### src/inc/digipot_pkg.sv
// constants for the digipot serial write port
// assumes one core clock ref_clk that samples every pin
//------------------------------------------------------------
// Overview of operation
// - 16-bit shift register, sample on sclk fall
// - frame select low enables shifting
// - frame select rise after 16 clocks updates
// - early frame select rise aborts, no change
// - serial output open-drain, host pulls up
// - serial register shifted out for readback, chain
// - open-drain active-high completion flag
// - reset pin rise loads wiper midscale
// - msb first: 2 zero, 4 control, 10 data
// - serial output changes on sclk rise
// - frames are whole multiples of sixteen clocks
//------------------------------------------------------------
package digipot_pkg;
  localparam int FRAME_BITS = 16;
  localparam int DATA_BITS = 10;
  localparam int CMD_MSB = 13;
  localparam int CMD_LSB = 10;
  localparam logic [3:0] CMD_NOP = 4'h0;
  localparam logic [3:0] CMD_WRITE = 4'h1;
  localparam logic [3:0] CMD_READ = 4'h2;
  localparam logic [3:0] CMD_SW_RESET = 4'h3;
  localparam logic [3:0] CMD_CTRL_WRITE = 4'h4;
  localparam logic [3:0] CMD_CTRL_READ = 4'h5;
  localparam logic [DATA_BITS-1:0] WIPER_MIDSCALE = 10'h200;
  localparam logic [3:0] CTRL_RESET = 4'h0;
  localparam int CTRL_WP_BIT = 1;
  localparam logic [3:0] BITCNT_RESET = 4'h0;
  localparam logic [FRAME_BITS-1:0] SHIFT_RESET = 16'h0000;
  // {hw_reset, sdin, sclk, frame_sel_n} idle levels
  localparam logic [3:0] PIN_RESET = 4'h9;
  localparam int REF_CLK_HZ = 25000000;
  localparam int BUSY_NS = 200;
  localparam int BUSY_CYCLES = (BUSY_NS * (REF_CLK_HZ / 1000000) + 999) / 1000;
  localparam logic [3:0] BUSY_LOAD = 4'(BUSY_CYCLES);
  localparam logic [3:0] BUSY_RESET = 4'h0;
endpackage

### src/hw/pin_sync.sv
// two-flop synchroniser for a vector of pins
// assumes inputs asynchronous to ref_clk
`timescale 1ns/10ps
module pin_sync #(
  parameter int W = 4,
  parameter logic [W-1:0] INIT = '0
) (
  input wire logic ref_clk,
  input wire logic srst,
  input wire logic [W-1:0] pin_in,
  output logic [W-1:0] pin_sync_out
);
  logic [W-1:0] meta_r;
  logic [W-1:0] meta_nxt;
  logic [W-1:0] sync_r;
  logic [W-1:0] sync_nxt;

  always_comb begin
    meta_nxt = pin_in;
    sync_nxt = meta_r;
  end

  always_ff @(posedge ref_clk) begin
    if (srst) begin
      meta_r <= INIT;
      sync_r <= INIT;
    end else begin
      meta_r <= meta_nxt;
      sync_r <= sync_nxt;
    end
  end

  assign pin_sync_out = sync_r;
endmodule

### src/hw/digipot_serial_write_port.sv
// serial port of a 1024-position digital potentiometer
// assumes host pins asynchronous; sampled by ref_clk via pin_sync
`timescale 1ns/10ps
module digipot_serial_write_port
  import digipot_pkg::*;
(
  input wire logic ref_clk,
  input wire logic srst,
  input wire logic frame_sel_n,
  input wire logic sclk,
  input wire logic sdin,
  input wire logic hw_reset,
  output logic serial_out_o,
  output logic serial_out_oe,
  output logic ready_o,
  output logic ready_oe,
  output logic [DATA_BITS-1:0] wiper_register,
  output logic [3:0] ctrl_bits
);
  //------------------------------------------------------------
  // pin synchronisation
  //------------------------------------------------------------
  logic [3:0] pins_s;
  // flops start at idle pin levels, so no false edge after reset
  pin_sync #(.W(4), .INIT(PIN_RESET)) u_sync (
    .ref_clk(ref_clk),
    .srst(srst),
    .pin_in({hw_reset, sdin, sclk, frame_sel_n}),
    .pin_sync_out(pins_s)
  );
  logic fs_n_s;
  logic sclk_s;
  logic din_s;
  logic rst_s;
  assign fs_n_s = pins_s[0];
  assign sclk_s = pins_s[1];
  assign din_s = pins_s[2];
  assign rst_s = pins_s[3];

  //------------------------------------------------------------
  // edge detection
  //------------------------------------------------------------
  logic fs_n_d_r, fs_n_d_nxt;
  logic sclk_d_r, sclk_d_nxt;
  logic rst_d_r, rst_d_nxt;
  logic sclk_fall, sclk_rise, fs_rise, fs_fall, rst_rise;

  always_comb begin
    fs_n_d_nxt = fs_n_s;
    sclk_d_nxt = sclk_s;
    rst_d_nxt = rst_s;
  end

  always_ff @(posedge ref_clk) begin
    if (srst) begin
      fs_n_d_r <= 1'b1;
      sclk_d_r <= 1'b0;
      rst_d_r <= 1'b1;
    end else begin
      fs_n_d_r <= fs_n_d_nxt;
      sclk_d_r <= sclk_d_nxt;
      rst_d_r <= rst_d_nxt;
    end
  end

  assign sclk_fall = sclk_d_r & ~sclk_s;
  assign sclk_rise = ~sclk_d_r & sclk_s;
  assign fs_rise = ~fs_n_d_r & fs_n_s;
  assign fs_fall = fs_n_d_r & ~fs_n_s;
  assign rst_rise = ~rst_d_r & rst_s;

  //------------------------------------------------------------
  // frame shift register and bit counter
  //------------------------------------------------------------
  logic [FRAME_BITS-1:0] shift_r, shift_nxt;
  logic [3:0] bitcnt_r, bitcnt_nxt;
  logic whole_r, whole_nxt;
  logic [FRAME_BITS-1:0] frame_word;
  logic [FRAME_BITS-1:0] load_word;
  logic load_shift;

  always_comb begin
    shift_nxt = shift_r;
    bitcnt_nxt = bitcnt_r;
    whole_nxt = whole_r;
    if (fs_fall) begin
      bitcnt_nxt = BITCNT_RESET;
      whole_nxt = 1'b0;
    end else if (!fs_n_s && sclk_fall) begin
      shift_nxt = {shift_r[FRAME_BITS-2:0], din_s};
      bitcnt_nxt = bitcnt_r + 4'h1;
      // set by every sixteenth bit, cleared by any bit after it
      whole_nxt = (bitcnt_r == 4'hf);
    end
    // readback word replaces the frame once it is decoded
    if (load_shift) begin
      shift_nxt = load_word;
    end
  end

  always_ff @(posedge ref_clk) begin
    if (srst) begin
      shift_r <= SHIFT_RESET;
      bitcnt_r <= BITCNT_RESET;
      whole_r <= 1'b0;
    end else begin
      shift_r <= shift_nxt;
      bitcnt_r <= bitcnt_nxt;
      whole_r <= whole_nxt;
    end
  end

  //------------------------------------------------------------
  // serial output bit
  //------------------------------------------------------------
  logic sdo_r, sdo_nxt;

  always_comb begin
    sdo_nxt = sdo_r;
    // msb of the register before this clock's shift
    if (!fs_n_s && sclk_rise) begin
      sdo_nxt = shift_r[FRAME_BITS-1];
    end
  end

  always_ff @(posedge ref_clk) begin
    if (srst) begin
      sdo_r <= 1'b1;
    end else begin
      sdo_r <= sdo_nxt;
    end
  end

  //------------------------------------------------------------
  // command decode and wiper register
  //------------------------------------------------------------
  logic [DATA_BITS-1:0] wiper_r, wiper_nxt;
  logic [3:0] ctrl_r, ctrl_nxt;
  logic [3:0] busy_r, busy_nxt;
  logic [3:0] cmd;
  logic commit;

  assign frame_word = shift_r;
  assign cmd = frame_word[CMD_MSB:CMD_LSB];
  // commit only on a whole multiple of sixteen bits
  assign commit = fs_rise && whole_r && (bitcnt_r == BITCNT_RESET);

  always_comb begin
    wiper_nxt = wiper_r;
    ctrl_nxt = ctrl_r;
    busy_nxt = (busy_r != BUSY_RESET) ? busy_r - 4'h1 : busy_r;
    load_shift = 1'b0;
    load_word = SHIFT_RESET;
    if (commit) begin
      case (cmd)
        CMD_WRITE: begin
          if (ctrl_r[CTRL_WP_BIT]) begin
            wiper_nxt = frame_word[DATA_BITS-1:0];
          end
          busy_nxt = BUSY_LOAD;
        end
        CMD_READ: begin
          load_shift = 1'b1;
          load_word = {6'h00, wiper_r};
          busy_nxt = BUSY_LOAD;
        end
        CMD_SW_RESET: begin
          wiper_nxt = WIPER_MIDSCALE;
          ctrl_nxt = CTRL_RESET;
          busy_nxt = BUSY_LOAD;
        end
        CMD_CTRL_WRITE: begin
          ctrl_nxt = frame_word[3:0];
        end
        CMD_CTRL_READ: begin
          load_shift = 1'b1;
          load_word = {12'h000, ctrl_r};
        end
        default: begin
        end
      endcase
    end
    if (rst_rise) begin
      wiper_nxt = WIPER_MIDSCALE;
      ctrl_nxt = CTRL_RESET;
    end
  end

  always_ff @(posedge ref_clk) begin
    if (srst) begin
      wiper_r <= WIPER_MIDSCALE;
      ctrl_r <= CTRL_RESET;
      busy_r <= BUSY_RESET;
    end else begin
      wiper_r <= wiper_nxt;
      ctrl_r <= ctrl_nxt;
      busy_r <= busy_nxt;
    end
  end

  //------------------------------------------------------------
  // registered pin drivers
  //------------------------------------------------------------
  logic so_oe_r, so_oe_nxt;
  logic rdy_oe_r, rdy_oe_nxt;
  logic [DATA_BITS-1:0] wiper_q_r;
  logic [3:0] ctrl_q_r;

  always_comb begin
    so_oe_nxt = ~sdo_nxt;
    rdy_oe_nxt = (busy_nxt != BUSY_RESET);
  end

  always_ff @(posedge ref_clk) begin
    if (srst) begin
      so_oe_r <= 1'b0;
      rdy_oe_r <= 1'b0;
      wiper_q_r <= WIPER_MIDSCALE;
      ctrl_q_r <= CTRL_RESET;
    end else begin
      so_oe_r <= so_oe_nxt;
      rdy_oe_r <= rdy_oe_nxt;
      wiper_q_r <= wiper_nxt;
      ctrl_q_r <= ctrl_nxt;
    end
  end

  // open-drain: output level always low, enable pulls the line
  assign serial_out_o = 1'b0;
  assign serial_out_oe = so_oe_r;
  assign ready_o = 1'b0;
  assign ready_oe = rdy_oe_r;
  assign wiper_register = wiper_q_r;
  assign ctrl_bits = ctrl_q_r;
endmodule

### config.mk
export PLATFORM = sky130hd
export DESIGN_NAME = digipot_serial_write_port
export DESIGN_NICKNAME = d
export VERILOG_FILES = /design/src/inc/digipot_pkg.sv /design/src/hw/pin_sync.sv /design/src/hw/digipot_serial_write_port.sv
export SDC_FILE = /design/constraint.sdc
export NUM_CORES = 1
export LEC_CHECK = 0
export ABC_AREA = 1
export BUFFER_PORTS_ARGS = -buffer_cell sky130_fd_sc_hd__buf_2
export CORE_MARGIN = 2
export CORE_UTILIZATION = 53
export DETAILED_ROUTE_END_ITERATION = 10
export PLACE_DENSITY = 0.7
export SLEW_MARGIN = 20
export SYNTH_ARGS = -nofsm -noshare
export SYNTH_HDL_FRONTEND = slang
export SYNTH_SLANG_ARGS = --single-unit
### constraint.sdc
create_clock -name ref_clk -period 1.7 [get_ports ref_clk]
set_input_delay 0 -clock ref_clk [delete_from_list [all_inputs] [get_ports ref_clk]]
set_output_delay 0 -clock ref_clk [all_outputs]
set_load 0.02 [all_outputs]
# == Yosys cells after proc, flatten, opt, wreduce, memory -nomap -nowiden ==
# Cells that the tools add are included.
# classes
bitwise_logic,11
n_eq_ne,8
n_addsub,2
reduce_logical,18
mux,14
# ops
operator,count
two-way mux 16 bit,3
one-hot mux 10 bit (2 select lines),2
two-way mux 10 bit,2
two-way mux 4 bit,3
"== test 4 x 2 -> 1 bit, second input constant",2
"== test 4 x 3 -> 1 bit, second input constant",2
one-hot mux 4 bit (2 select lines),1
nonzero test 4 bit,2
NOT 1 bit,6
nonzero test 2 bit,3
OR reduction 2 bit,3
AND 1 bit,5
"adder 4 x 1 -> 4 bit, second input constant",1
"== test 4 x 1 -> 1 bit, second input constant",1
"== test 4 bit, second input constant",1
logical AND 1 bit,4
logical NOT 4 bit,1
AND reduction 2 bit,2
"subtractor 4 x 1 -> 4 bit, second input constant",1
two-way mux 1 bit,3
AND reduction 3 bit,1
OR reduction 3 bit,1
"inequality test 2 x 1 -> 1 bit, second input constant",1
"inequality test 2 bit, second input constant",1
logical NOT 1 bit,1
# totals
reg_bits,53
wordCells,67
out_inout_bits,18
input_bits,6

# == Longest topological paths before layout ==
# Gate-level depths: netlist of the first run.
# depth
ltp_word,7
ltp_mapped,11

# == Hierarchy ==
# Synthesis of the first run repeated with hierarchy kept, for this count alone.
# hier_totals
hier_cells,324
hier_area_um2,2367.3
# modules_own_cells
mod,area_each_um2,instances,cells_per_inst,seq_area_each_um2
digipot_serial_write_port,2143.3,1,299,900.9
pin_sync,224.0,1,25,160.2

# == Least setup slack after synthesis of the first run ==
# OpenSTA, ideal clock, no wires.
# synth_path
path_kind,reg2reg
startpoint,reg ctrl_bits[1] (netlist name)
endpoint,"reg wiper_q_r[8], in the netlist wiper_register[8]"
setup_ns,0.138
path_slack_ns,0.359
t_required_ns,1.562
arrival_time_ns,1.203
stages_incl_launch_ff,7
path_cell_list,dfxtp_1 nor2_1 nor3_4 nand2_2 buf_6 nand2_1 a21oi_1
# synth_lines
element,line,text
"end signal, assigned",digipot_serial_write_port.sv:223,wiper_q_r <= wiper_nxt;
"end, declared",digipot_serial_write_port.sv:206,logic [DATA_BITS-1:0] wiper_q_r;

# == Worst setup path in the final report of the first run ==
# layout_path
startpoint,reg bitcnt_r[0]
endpoint,"reg rdy_oe_r, in the netlist ready_oe"
# layout_between
elab_chain_cells,4
# layout_lines
element,line,text
"start, declared",digipot_serial_write_port.sv:76,"logic [3:0] bitcnt_r, bitcnt_nxt;"
"start signal, assigned",digipot_serial_write_port.sv:108,bitcnt_r <= bitcnt_nxt;
logical NOT 4 bit,digipot_serial_write_port.sv:146,assign commit = fs_rise && whole_r && (bitcnt_r == BITCNT_RESET);
logical AND 1 bit,digipot_serial_write_port.sv:146,
two-way mux 4 bit,digipot_serial_write_port.sv:154,if (commit) begin
nonzero test 4 bit,digipot_serial_write_port.sv:211,rdy_oe_nxt = (busy_nxt != BUSY_RESET);
"end signal, assigned",digipot_serial_write_port.sv:222,rdy_oe_r <= rdy_oe_nxt;
"end, declared",digipot_serial_write_port.sv:205,"logic rdy_oe_r, rdy_oe_nxt;"
# Every way passes these cells.
# A chain may end at the register's enable or synchronous reset.

==> impl_metrics.tcl, run 1 <==
set metrics [dict create \
    r2r_cells 9 \
    tritoncts "built" \
    p_int_uw 1753 \
    vias_per_cell 5.110 \
    io_pins 24 \
    p_per_area_nw_per_um2 912.6 \
    grt_pass1_vias 1899 \
    cp-start-kind "flip-flop" \
    instances_no_fill 390 \
    grt_max_degree 17 \
    place_hpwl_um 3205 \
    fill_cells 384 \
    antennaDiodeCount 0 \
    finalHoldWorstSlack_ns 0.04495 \
    drtPass1Iterations 4 \
    grt_pass1_wl_um 7935 \
    fin_util_pct 63.75 \
    seq_area_um2 1061 \
    hold_depth 2 \
    cts_buffers 5 \
    dpl.cell_count 378 \
    crit_path_end_kind "flip-flop" \
    startpoint "bitcnt_r[0]" \
    critPathMaxStageDelay_ns 0.33 \
    crit_top_cell "nor2_1" \
    synthToLayoutAreaGrowth_pct 13.40 \
    synth.top_cell.area_share_pct 46.19 \
    cp_cell_sequence "inv_1, ha_1, nand3_2, nor2_4, buf_4, nand2_2, nand3_1, nor2_1, nor2_1" \
    hold_class "input pin to flip-flop" \
    multi_input_area_um2 1028 \
    cp.required_ns 1.94 \
    start_util_pct 56.22 \
    clock_latency_ns 0.30 \
    status "complete, no violations" \
    overflow 0 \
    num_rows 23 \
    worstHoldStart "srst" \
    yosysWarnings 0 \
    vias 1993 \
    fin_nets 349 \
    finalMaxSlewViolations 0 \
    ys_seq_area_share_pct 46.19 \
    rsz0062_at_grt "false" \
    yosysUniqueCellTypes 27 \
    r2r_slack_ns 0.21 \
    switchingPower_uw 624.8 \
    regToRegStartpoint "bitcnt_r[0]" \
    arrival_ns 1.73 \
    drive_above_1_share_pct 17.65 \
    post-place-ws_ns 0.1196 \
    clockBufferDepth 2 \
    synth_top_area_cell "dfxtp_1" \
    syn_avg_cell_area_um2 7.434 \
    synth_area_um2 2297 \
    finalSetupViolations 0 \
    post_drt_wl_per_cell_um 11.35 \
    die_h_um 69.84 \
    hold_viol_final 0 \
    cts_root_buf "clkbuf_8" \
    portBuffers 21 \
    pwr-share-comb_pct 15.0 \
    postSynthCellCount 309 \
    fin_worst_skew_ns 0.01177 \
    die_area_um2 4877 \
    irDropWorstVdd_mv 0.6247 \
    core-area_um2 4086 \
    critPathKind "flip-flop to flip-flop" \
    synth_area_leaders "dfxtp_1, nand2_1, nand3_1" \
    grt_usage_pct 19.73 \
    leakage_uw 0.001203 \
    ant_nets 0 \
    switching_share_pct 26.28 \
    fp.dieW_um 69.84 \
    cpMaxStageDelayCell "dfxtp_1" \
    max-slew-margin-rel_pct 57.77 \
    first_iter_violations 71 \
    routed_wl_um 4426 \
    layout_min_cycle_time_ns 1.487 \
    drc 0 \
    worstMarginPinSlew_ns 0.6268 \
    ys_seq_elements 53 \
    max_freq_ghz 0.6724 \
    antenna_found_initial 0 \
    seqPwrFrac_pct 55.5 \
    finalCritPeriodShare_pct 87.49 \
    setup_slack_ns 0.2127 \
    routabilityCongestion 0.8717 \
    clkTransAtPathRegs_ns 0.09 \
    pwr-share-clk_pct 29.5 \
    htreeDepth 2 \
    fin_tns_setup_ns 0 \
    cts.sinks 53 \
    maxCapViolCount 0 \
    cp_max_fo 6 \
]
state kept, by name (all words and copies together) (netlist names), 4 cells and up:
register,flops
frame_word,16
bitcnt_r,4
u_sync.pin_sync_out,4
u_sync.meta_r,4
ctrl_bits,4
wiper_register,10
busy_r,4
Yosys cell counts, drive strengths merged:
library cell	number
dfxtp	53
a211oi	1
nand4	10
a21oi	28
nand3	35
nand2	73
buf	8
ha	3
clkinv	2
nor3	7
or2	4
nor2	25
clkbuf	3
o21ai	17
o31ai	1
inv	38
conb	1
cell families after synthesis:
kind of cell | share of synthesized area [%]
AO/OA/AOI/OAI | 10.46
adder cells (fa/ha/maj) | 1.634
AND/OR/NAND/NOR | 31.70
buffers and inverters | 9.858
flip-flops | 46.19
other | 0.1632
through the flow:
step | power, uW | area (um^2)
2_1_floorplan | 1625 | 2301
4_1_cts | 2404 | 2582
6_report | 2377 | 2605
3_3_place_gp | 1681 | 2452
5_1_grt | 2523 | 2605
3_5_place_dp | 1690 | 2452
worst max-delay path, delay by kind of cell (launching register included):
family,cells,cell delay [ns]
buffers and inverters,2,0.26
flip-flops,1,0.33
adder cells (fa/ha/maj),1,0.17
AND/OR/NAND/NOR,6,0.68
final timing paths:
kind | to
setup / recovery | ready_oe
hold / removal | u_sync.meta_r[2]
setup reg to reg | ready_oe
hold reg to reg | u_sync.pin_sync_out[2]
repair_timing:
| action | in CTS | in global routing |
|---|---|---|
| endpoints found under the hold margin | 4 | 0 |
| resized for setup | 0 | 6 |
| hold buffers | 4 | 0 |
| buffers inserted | 0 | 1 |
| setup endpoints to repair | 0 | 10 |
cell usage in the layout, fill, tap and decap left out, types with 2 or more instances in the layout:
cell type,synthesis,routed
ha_1,3,3
nand3_2,1,2
nor3_4,2,2
buf_2,1,21
nand4_1,10,10
o21ai_0,14,12
buf_4,5,9
dfxtp_1,53,53
dlygate4sd3_1,0,4
nand2_1,70,68
inv_1,34,34
clkbuf_8,0,6
nand3_1,34,33
clkinv_1,2,2
nor2_1,20,20
inv_2,4,4
or2_2,4,4
conb_1,1,2
o21ai_1,3,5
a21oi_1,28,28
nor2_2,3,3
nand2_2,3,4
nor3_1,4,4
nor2_4,2,2
final cells by class:
type / count / share of cell area (%)
repair buffers: 34 / 8.165
multi-input cells: 206 / 39.48
well taps: 50 / 2.402
inverters: 40 / 5.764
clock buffers: 6 / 3.170
clock inverters: 1 / 0.2882
flip-flops and latches: 53 / 40.73
per-layer routing:
layer / track usage [%] / vias up / wire, um
li1: - / 1053 / -
met1: 24.04 / 871 / 2156
met4: 7.906 / 0 / 80
met3: 4.215 / 11 / 199
met2: 33.76 / 58 / 1989
met5: 0 / - / 0
power groups by stage:
stage          Sequential, uW  Combinational [uW]  Clock, uW
6_report                 1320                 357        701
5_1_grt                  1330                 429        768
4_1_cts                  1320                 356        728
3_5_place_dp             1350                 341          0
3_3_place_gp             1350                 333          0
2_1_floorplan            1360                 263          0
(Power assumes the default switching activity.)
==> run 2: changes to the inputs <==
--- a/config.mk
+++ b/config.mk
@@ -7,10 +7,13 @@
 export LEC_CHECK = 0
 export ABC_AREA = 1
 export BUFFER_PORTS_ARGS = -buffer_cell sky130_fd_sc_hd__buf_2
+export CELL_PAD_IN_SITES_DETAIL_PLACEMENT = 0
+export CELL_PAD_IN_SITES_GLOBAL_PLACEMENT = 2
 export CORE_MARGIN = 2
-export CORE_UTILIZATION = 53
+export CORE_UTILIZATION = 33
 export DETAILED_ROUTE_END_ITERATION = 10
-export PLACE_DENSITY = 0.7
+export PLACE_DENSITY = 0.74
+export REMOVE_ABC_BUFFERS = 1
 export SLEW_MARGIN = 20
 export SYNTH_ARGS = -nofsm -noshare
 export SYNTH_HDL_FRONTEND = slang
==> constraint.sdc (replaced) <==
create_clock -name ref_clk -period 1.7 [get_ports ref_clk]
set_input_delay 0 -clock ref_clk [delete_from_list [all_inputs] [get_ports ref_clk]]
set_output_delay 0 -clock ref_clk [all_outputs]
set_load 0.05 [all_outputs]
==> run 2 against run 1 <==
Net effect:
- critical path depth up 1
- cell count up 8.7%
- clock power up 25%
- flip-flop and latch count unchanged
- clock skew up 0.0062 ns
- largest power group unchanged
==> impl_metrics.tcl, run 2 (synthesis results as in run 1) <==
set metrics [dict create \
    overflow 0 \
    maxCapViolCount 0 \
    total_power_uw 2583 \
    grt_pass1_vias 1904 \
    r2r_cells 10 \
    irDropWorstVdd_mv 0.5396 \
    cts_root_buf "clkbuf_8" \
    finalCritPeriodShare_pct 91.42 \
    r2r_slack_ns 0.15 \
    status "complete, no violations" \
    synthToLayoutAreaGrowth_pct 18.14 \
    final_common_cell "nand2_1" \
    fin_worst_skew_ns 0.01795 \
    cp.required_ns 1.95 \
    critPathKind "flip-flop to flip-flop" \
    arrival_ns 1.80 \
    vias_per_cell 4.828 \
    antenna_found_initial 0 \
    hold_end "u_sync.pin_sync_out[2]" \
    finalHoldWorstSlack_ns 0.02754 \
    vias 2047 \
    clkTransAtPathRegs_ns 0.10 \
    grt_max_degree 18 \
    cp-start-kind "flip-flop" \
    multi_input_area_um2 1035 \
    hold_viol_final 0 \
    drc 0 \
    cp_max_fo 17 \
    hold_class "input pin to flip-flop" \
    routed_wl_um 5352 \
    fin_nets 352 \
    routabilityCongestion 0.7633 \
    crit_path_end_kind "flip-flop" \
    p_per_area_nw_per_um2 951.9 \
    finalSetupViolations 0 \
    largest_reg_flops 16 \
    io_pins 24 \
    cts_buffers 5 \
    worstHoldStart "srst" \
    die_area_um2 7645 \
    fill_cells 741 \
    regToRegStartpoint "bitcnt_r[0]" \
    max-slew-margin-rel_pct 57.66 \
    clockBufferDepth 2 \
    hold_depth 2 \
    fin_tns_setup_ns 0 \
    place_hpwl_um 3677 \
    fp.dieW_um 87.44 \
    tritoncts "built" \
    clock_latency_ns 0.31 \
    finalMaxSlewViolations 0 \
    first_iter_violations 79 \
    num_rows 30 \
    worstMarginPinSlew_ns 0.6285 \
    antennaDiodeCount 0 \
    startpoint "bitcnt_r[0]" \
    seq_area_um2 1061 \
    ant_nets 0 \
    rsz0062_at_grt "false" \
    cts.sinks 53 \
    max_freq_ghz 0.6435 \
    leakage_uw 0.001245 \
    post_drt_wl_per_cell_um 12.62 \
    htreeDepth 2 \
    core-area_um2 6756 \
    layout_common_cells "nand2_1, dfxtp_1, inv_1, nand3_1, a21oi_1" \
    die_h_um 87.44 \
    grt_usage_pct 15.28 \
    start_util_pct 34.00 \
    reg2reg_to "frame_word[8]" \
    drive_above_1_share_pct 18.02 \
    grt_pass1_wl_um 9087 \
    layout_min_cycle_time_ns 1.554 \
    portBuffers 21 \
    drtPass1Iterations 4 \
]
run 2: worst max-delay path by stage:
stage                              endpoint  slack [ns]  depth (start not counted)
final                         frame_word[8]        0.15                         10
after global routing          frame_word[4]       0.005                         10
after CTS                     frame_word[8]         0.1                          8
after detailed placement      frame_word[5]        0.08                          8
after global placement        frame_word[5]        0.09                          8
after floorplan           wiper_register[9]        0.08                          5
run 2: report_power, final:
| part | switching, uW | leakage (uW) | internal, uW | total (uW) |
|---|---|---|---|---|
| registers | 23.1 | 0.000430 | 1300 | 1320 |
| clock network | 434 | 0.0000554 | 443 | 878 |
| logic | 251 | 0.000760 | 133 | 384 |
run 2: metal layers:
| metal | vias up | track usage, % | wire, um |
|---|---|---|---|
| met3 | 8 | 3.318 | 178 |
| li1 | 1063 | - | - |
| met2 | 37 | 24.17 | 2457 |
| met5 | - | 0 | 0 |
| met1 | 939 | 20.29 | 2627 |
| met4 | 0 | 5.874 | 88 |
run 2: stage by stage:
| step | instance area, um^2 | instances | utilization, % | worst slack (ns) |
|---|---|---|---|---|
| after floorplan | 2225 | 299 | - | 0.08134 |
| after global placement | 2517 | 410 | 37.26 | 0.09301 |
| after detailed placement | 2517 | 410 | 37.26 | 0.08388 |
| after CTS | 2669 | 422 | 39.50 | 0.09726 |
| after global routing | 2714 | 424 | 40.17 | 0.005113 |
| final | 2714 | 424 | 40.17 | 0.1459 |
run 2: layout make-up:
class                           count  area share (%)
Sequential cell                    53           39.10
Multi-Input combinational cell    207           38.13
Timing Repair Buffer               36           9.451
Inverter                           40           5.533
Tap cell                           80           3.688
Clock buffer                        6           2.674
Clock inverter                      2           1.429
run 2: timing repair:
action,4_1_cts,5_1_grt
endpoints found under the hold margin,4,0
buffers inserted,0,1
setup endpoints to repair,0,9
hold buffers,4,0
gates resized for setup,0,5
run 2: worst max-delay path, cell delays in order (launching register included):
cell and delay, ns:
dfxtp_1 0.34, inv_1 0.09, ha_1 0.15, nand3_1 0.15, nor2_4 0.16, buf_12 0.14
buf_6 0.17, nand3_1 0.08, nand2_1 0.08, clkinv_1 0.05, nor2_1 0.09
==> run 3: changes to the inputs <==
--- a/config.mk
+++ b/config.mk
@@ -9,12 +9,13 @@
 export BUFFER_PORTS_ARGS = -buffer_cell sky130_fd_sc_hd__buf_2
 export CELL_PAD_IN_SITES_DETAIL_PLACEMENT = 0
 export CELL_PAD_IN_SITES_GLOBAL_PLACEMENT = 2
+export CORE_ASPECT_RATIO = 0.6
 export CORE_MARGIN = 2
 export CORE_UTILIZATION = 33
+export CTS_CLUSTER_SIZE = 24
 export DETAILED_ROUTE_END_ITERATION = 10
 export PLACE_DENSITY = 0.74
 export REMOVE_ABC_BUFFERS = 1
-export SLEW_MARGIN = 20
 export SYNTH_ARGS = -nofsm -noshare
 export SYNTH_HDL_FRONTEND = slang
 export SYNTH_SLANG_ARGS = --single-unit
==> run 3 against run 2 <==
Net effect:
- largest power group unchanged
- critical path depth down 2
- design area up 2.4%
- clock skew down 0.011 ns
- die area up 0.28%
- sequential power about the same
- cell count up 2.4%
- via count down 3.5%
- worst setup slack better by 0.022 ns
- first-iteration DRC count up 27%
- critical endpoint is now wiper_register[9]
- worst hold slack better by 0.017 ns
- combinational power up 2%
- routed wire length up 0.56%
==> impl_metrics.tcl, run 3 (synthesis results as in run 1) <==
set metrics [dict create \
    status "complete, no violations" \
    drtPass1Iterations 4 \
    cp-start-kind "flip-flop" \
    layout_common_cells "nand2_1, dfxtp_1, inv_1, nand3_1, a21oi_1" \
    seqPwrFrac_pct 45.9 \
    reg2reg_to "wiper_register[9]" \
    finalCritPeriodShare_pct 90.14 \
    routed_wl_um 5382 \
    post_drt_wl_per_cell_um 12.40 \
    irDropWorstVdd_mv 0.4782 \
    antennaDiodeCount 0 \
    grt_pass1_wl_um 9032 \
    worstHoldStart "srst" \
    max_freq_ghz 0.6526 \
    hold_class "input pin to flip-flop" \
    switchingPower_uw 748.4 \
    crit_path_end_kind "flip-flop" \
    io_pins 24 \
    setup_slack_ns 0.1676 \
    die_h_um 68.63 \
    fin_worst_skew_ns 0.006988 \
    ant_nets 0 \
    vias 1975 \
    maxCapViolCount 0 \
    largest_reg_flops 16 \
    drive_above_1_share_pct 18.73 \
    path_delay_family "simple AND/OR/NAND/NOR gates" \
    clkTransAtPathRegs_ns 0.07 \
    post-place-ws_ns 0.1220 \
    cts.sinks 53 \
    tritoncts "built" \
    synthToLayoutAreaGrowth_pct 21.02 \
    cp_max_fo 11 \
    grtUsageMet3_pct 4.108 \
    p_int_uw 2133 \
    overflow 0 \
    switching_share_pct 25.97 \
    grt_pass1_vias 1759 \
    pwr-share-comb_pct 13.6 \
    cts_buffers 5 \
    final_common_cell "nand2_1" \
    grt-busiest-layer "met1" \
    cp.required_ns 1.89 \
    hold_end "u_sync.meta_r[2]" \
    pwr-share-clk_pct 40.6 \
    hold_viol_final 0 \
    hold_depth 2 \
    dpl.cell_count 420 \
    grt_max_degree 18 \
    drc 0 \
    fin_tns_setup_ns 0 \
    finalMaxSlewViolations 0 \
    r2r_slack_ns 0.17 \
    portBuffers 21 \
    cpMaxStageDelayCell "dfxtp_1" \
    fin_nets 355 \
    first_iter_violations 100 \
    clock_latency_ns 0.29 \
    core-area_um2 6705 \
    routabilityCongestion 0.7880 \
    grt.met1_usage_pct 22.75 \
    critPathKind "flip-flop to flip-flop" \
    arrival_ns 1.72 \
    leakage_uw 0.001278 \
    finalSetupViolations 0 \
    gr-usage-met2_pct 20.68 \
    path_buf_inv 2 \
    die_area_um2 7666 \
    cts_root_buf "clkbuf_16" \
    clockBufferDepth 2 \
    grt_usage_pct 15.12 \
    htreeDepth 2 \
    instances_no_fill 434 \
    place_hpwl_um 3931 \
    fp.dieW_um 111.7 \
    regToRegStartpoint "bitcnt_r[0]" \
    vias_per_cell 4.551 \
    num_rows 23 \
    layout_min_cycle_time_ns 1.532 \
    start_util_pct 34.26 \
    critPathMaxStageDelay_ns 0.32 \
    p_per_area_nw_per_um2 1036 \
    rsz0062_at_grt "false" \
    antenna_found_initial 0 \
    r2r_cells 8 \
    cp_cell_sequence "inv_1, ha_1, nand3_1, nor2_4, buf_4, nand2_4, a21oi_2, o21ai_1" \
]
## run 3: how the worst max path moves through the flow
stage,from,to,slack (ns),cells past startpoint
after floorplan,ctrl_bits[1],wiper_register[9],0.08,5
after global placement,u_sync.pin_sync_out[0],frame_word[0],0.11,7
after detailed placement,bitcnt_r[0],frame_word[8],0.12,8
after CTS,bitcnt_r[0],frame_word[8],0.1,8
after global routing,bitcnt_r[0],frame_word[9],0.01,8
final,bitcnt_r[0],wiper_register[9],0.17,8
## run 3: power groups by stage
stage	clock [uW]	sequential [uW]	combinational, uW
detailed placement	0	1350	381
global placement	0	1350	392
global route	1270	1330	459
CTS	1210	1320	389
floorplan	0	1390	261
finish	1170	1320	391
## run 3: metal layers
metal,share of wire [%],vias to the layer above
met1,58,869
met4,0.54,0
met2,38,28
met3,3.5,2
met5,0,-
li1,-,1076
## run 3: worst register-to-register path, stage by stage (launching register included)
cell and delay (ns):
dfxtp_1 0.32, inv_1 0.09, ha_1 0.15, nand3_1 0.15
nor2_4 0.24, buf_4 0.18, nand2_4 0.11, a21oi_2 0.14
o21ai_1 0.06
## run 3: cell type report
cell class	count	area, um^2
sequential	53	1061
tap	87	108.9
clock inverter	2	38.79
fill	730	3925
multi-input combinational	206	1027
clock buffer	6	128.9
timing repair buffer	40	261.5
inverter	40	153.9
## run 3: metrics by stage
stage          total power (uW)  util [%]  hold WS [ns]  cell area [um^2]
3_5_place_dp               1732     37.82        0.1861              2536
6_report                   2882     41.46       0.04414              2780
5_1_grt                    3051     41.46       0.06222              2780
2_1_floorplan              1649         -       0.06907              2225
4_1_cts                    2925     40.92       0.04869              2744
3_3_place_gp               1743     37.82        0.1822              2536
## run 3: timing repair
action,4_1_cts,5_1_grt
endpoints found under the setup margin,0,12
resized for setup,0,5
buffers inserted,0,2
endpoints found under the hold margin,4,0
hold buffers,4,0
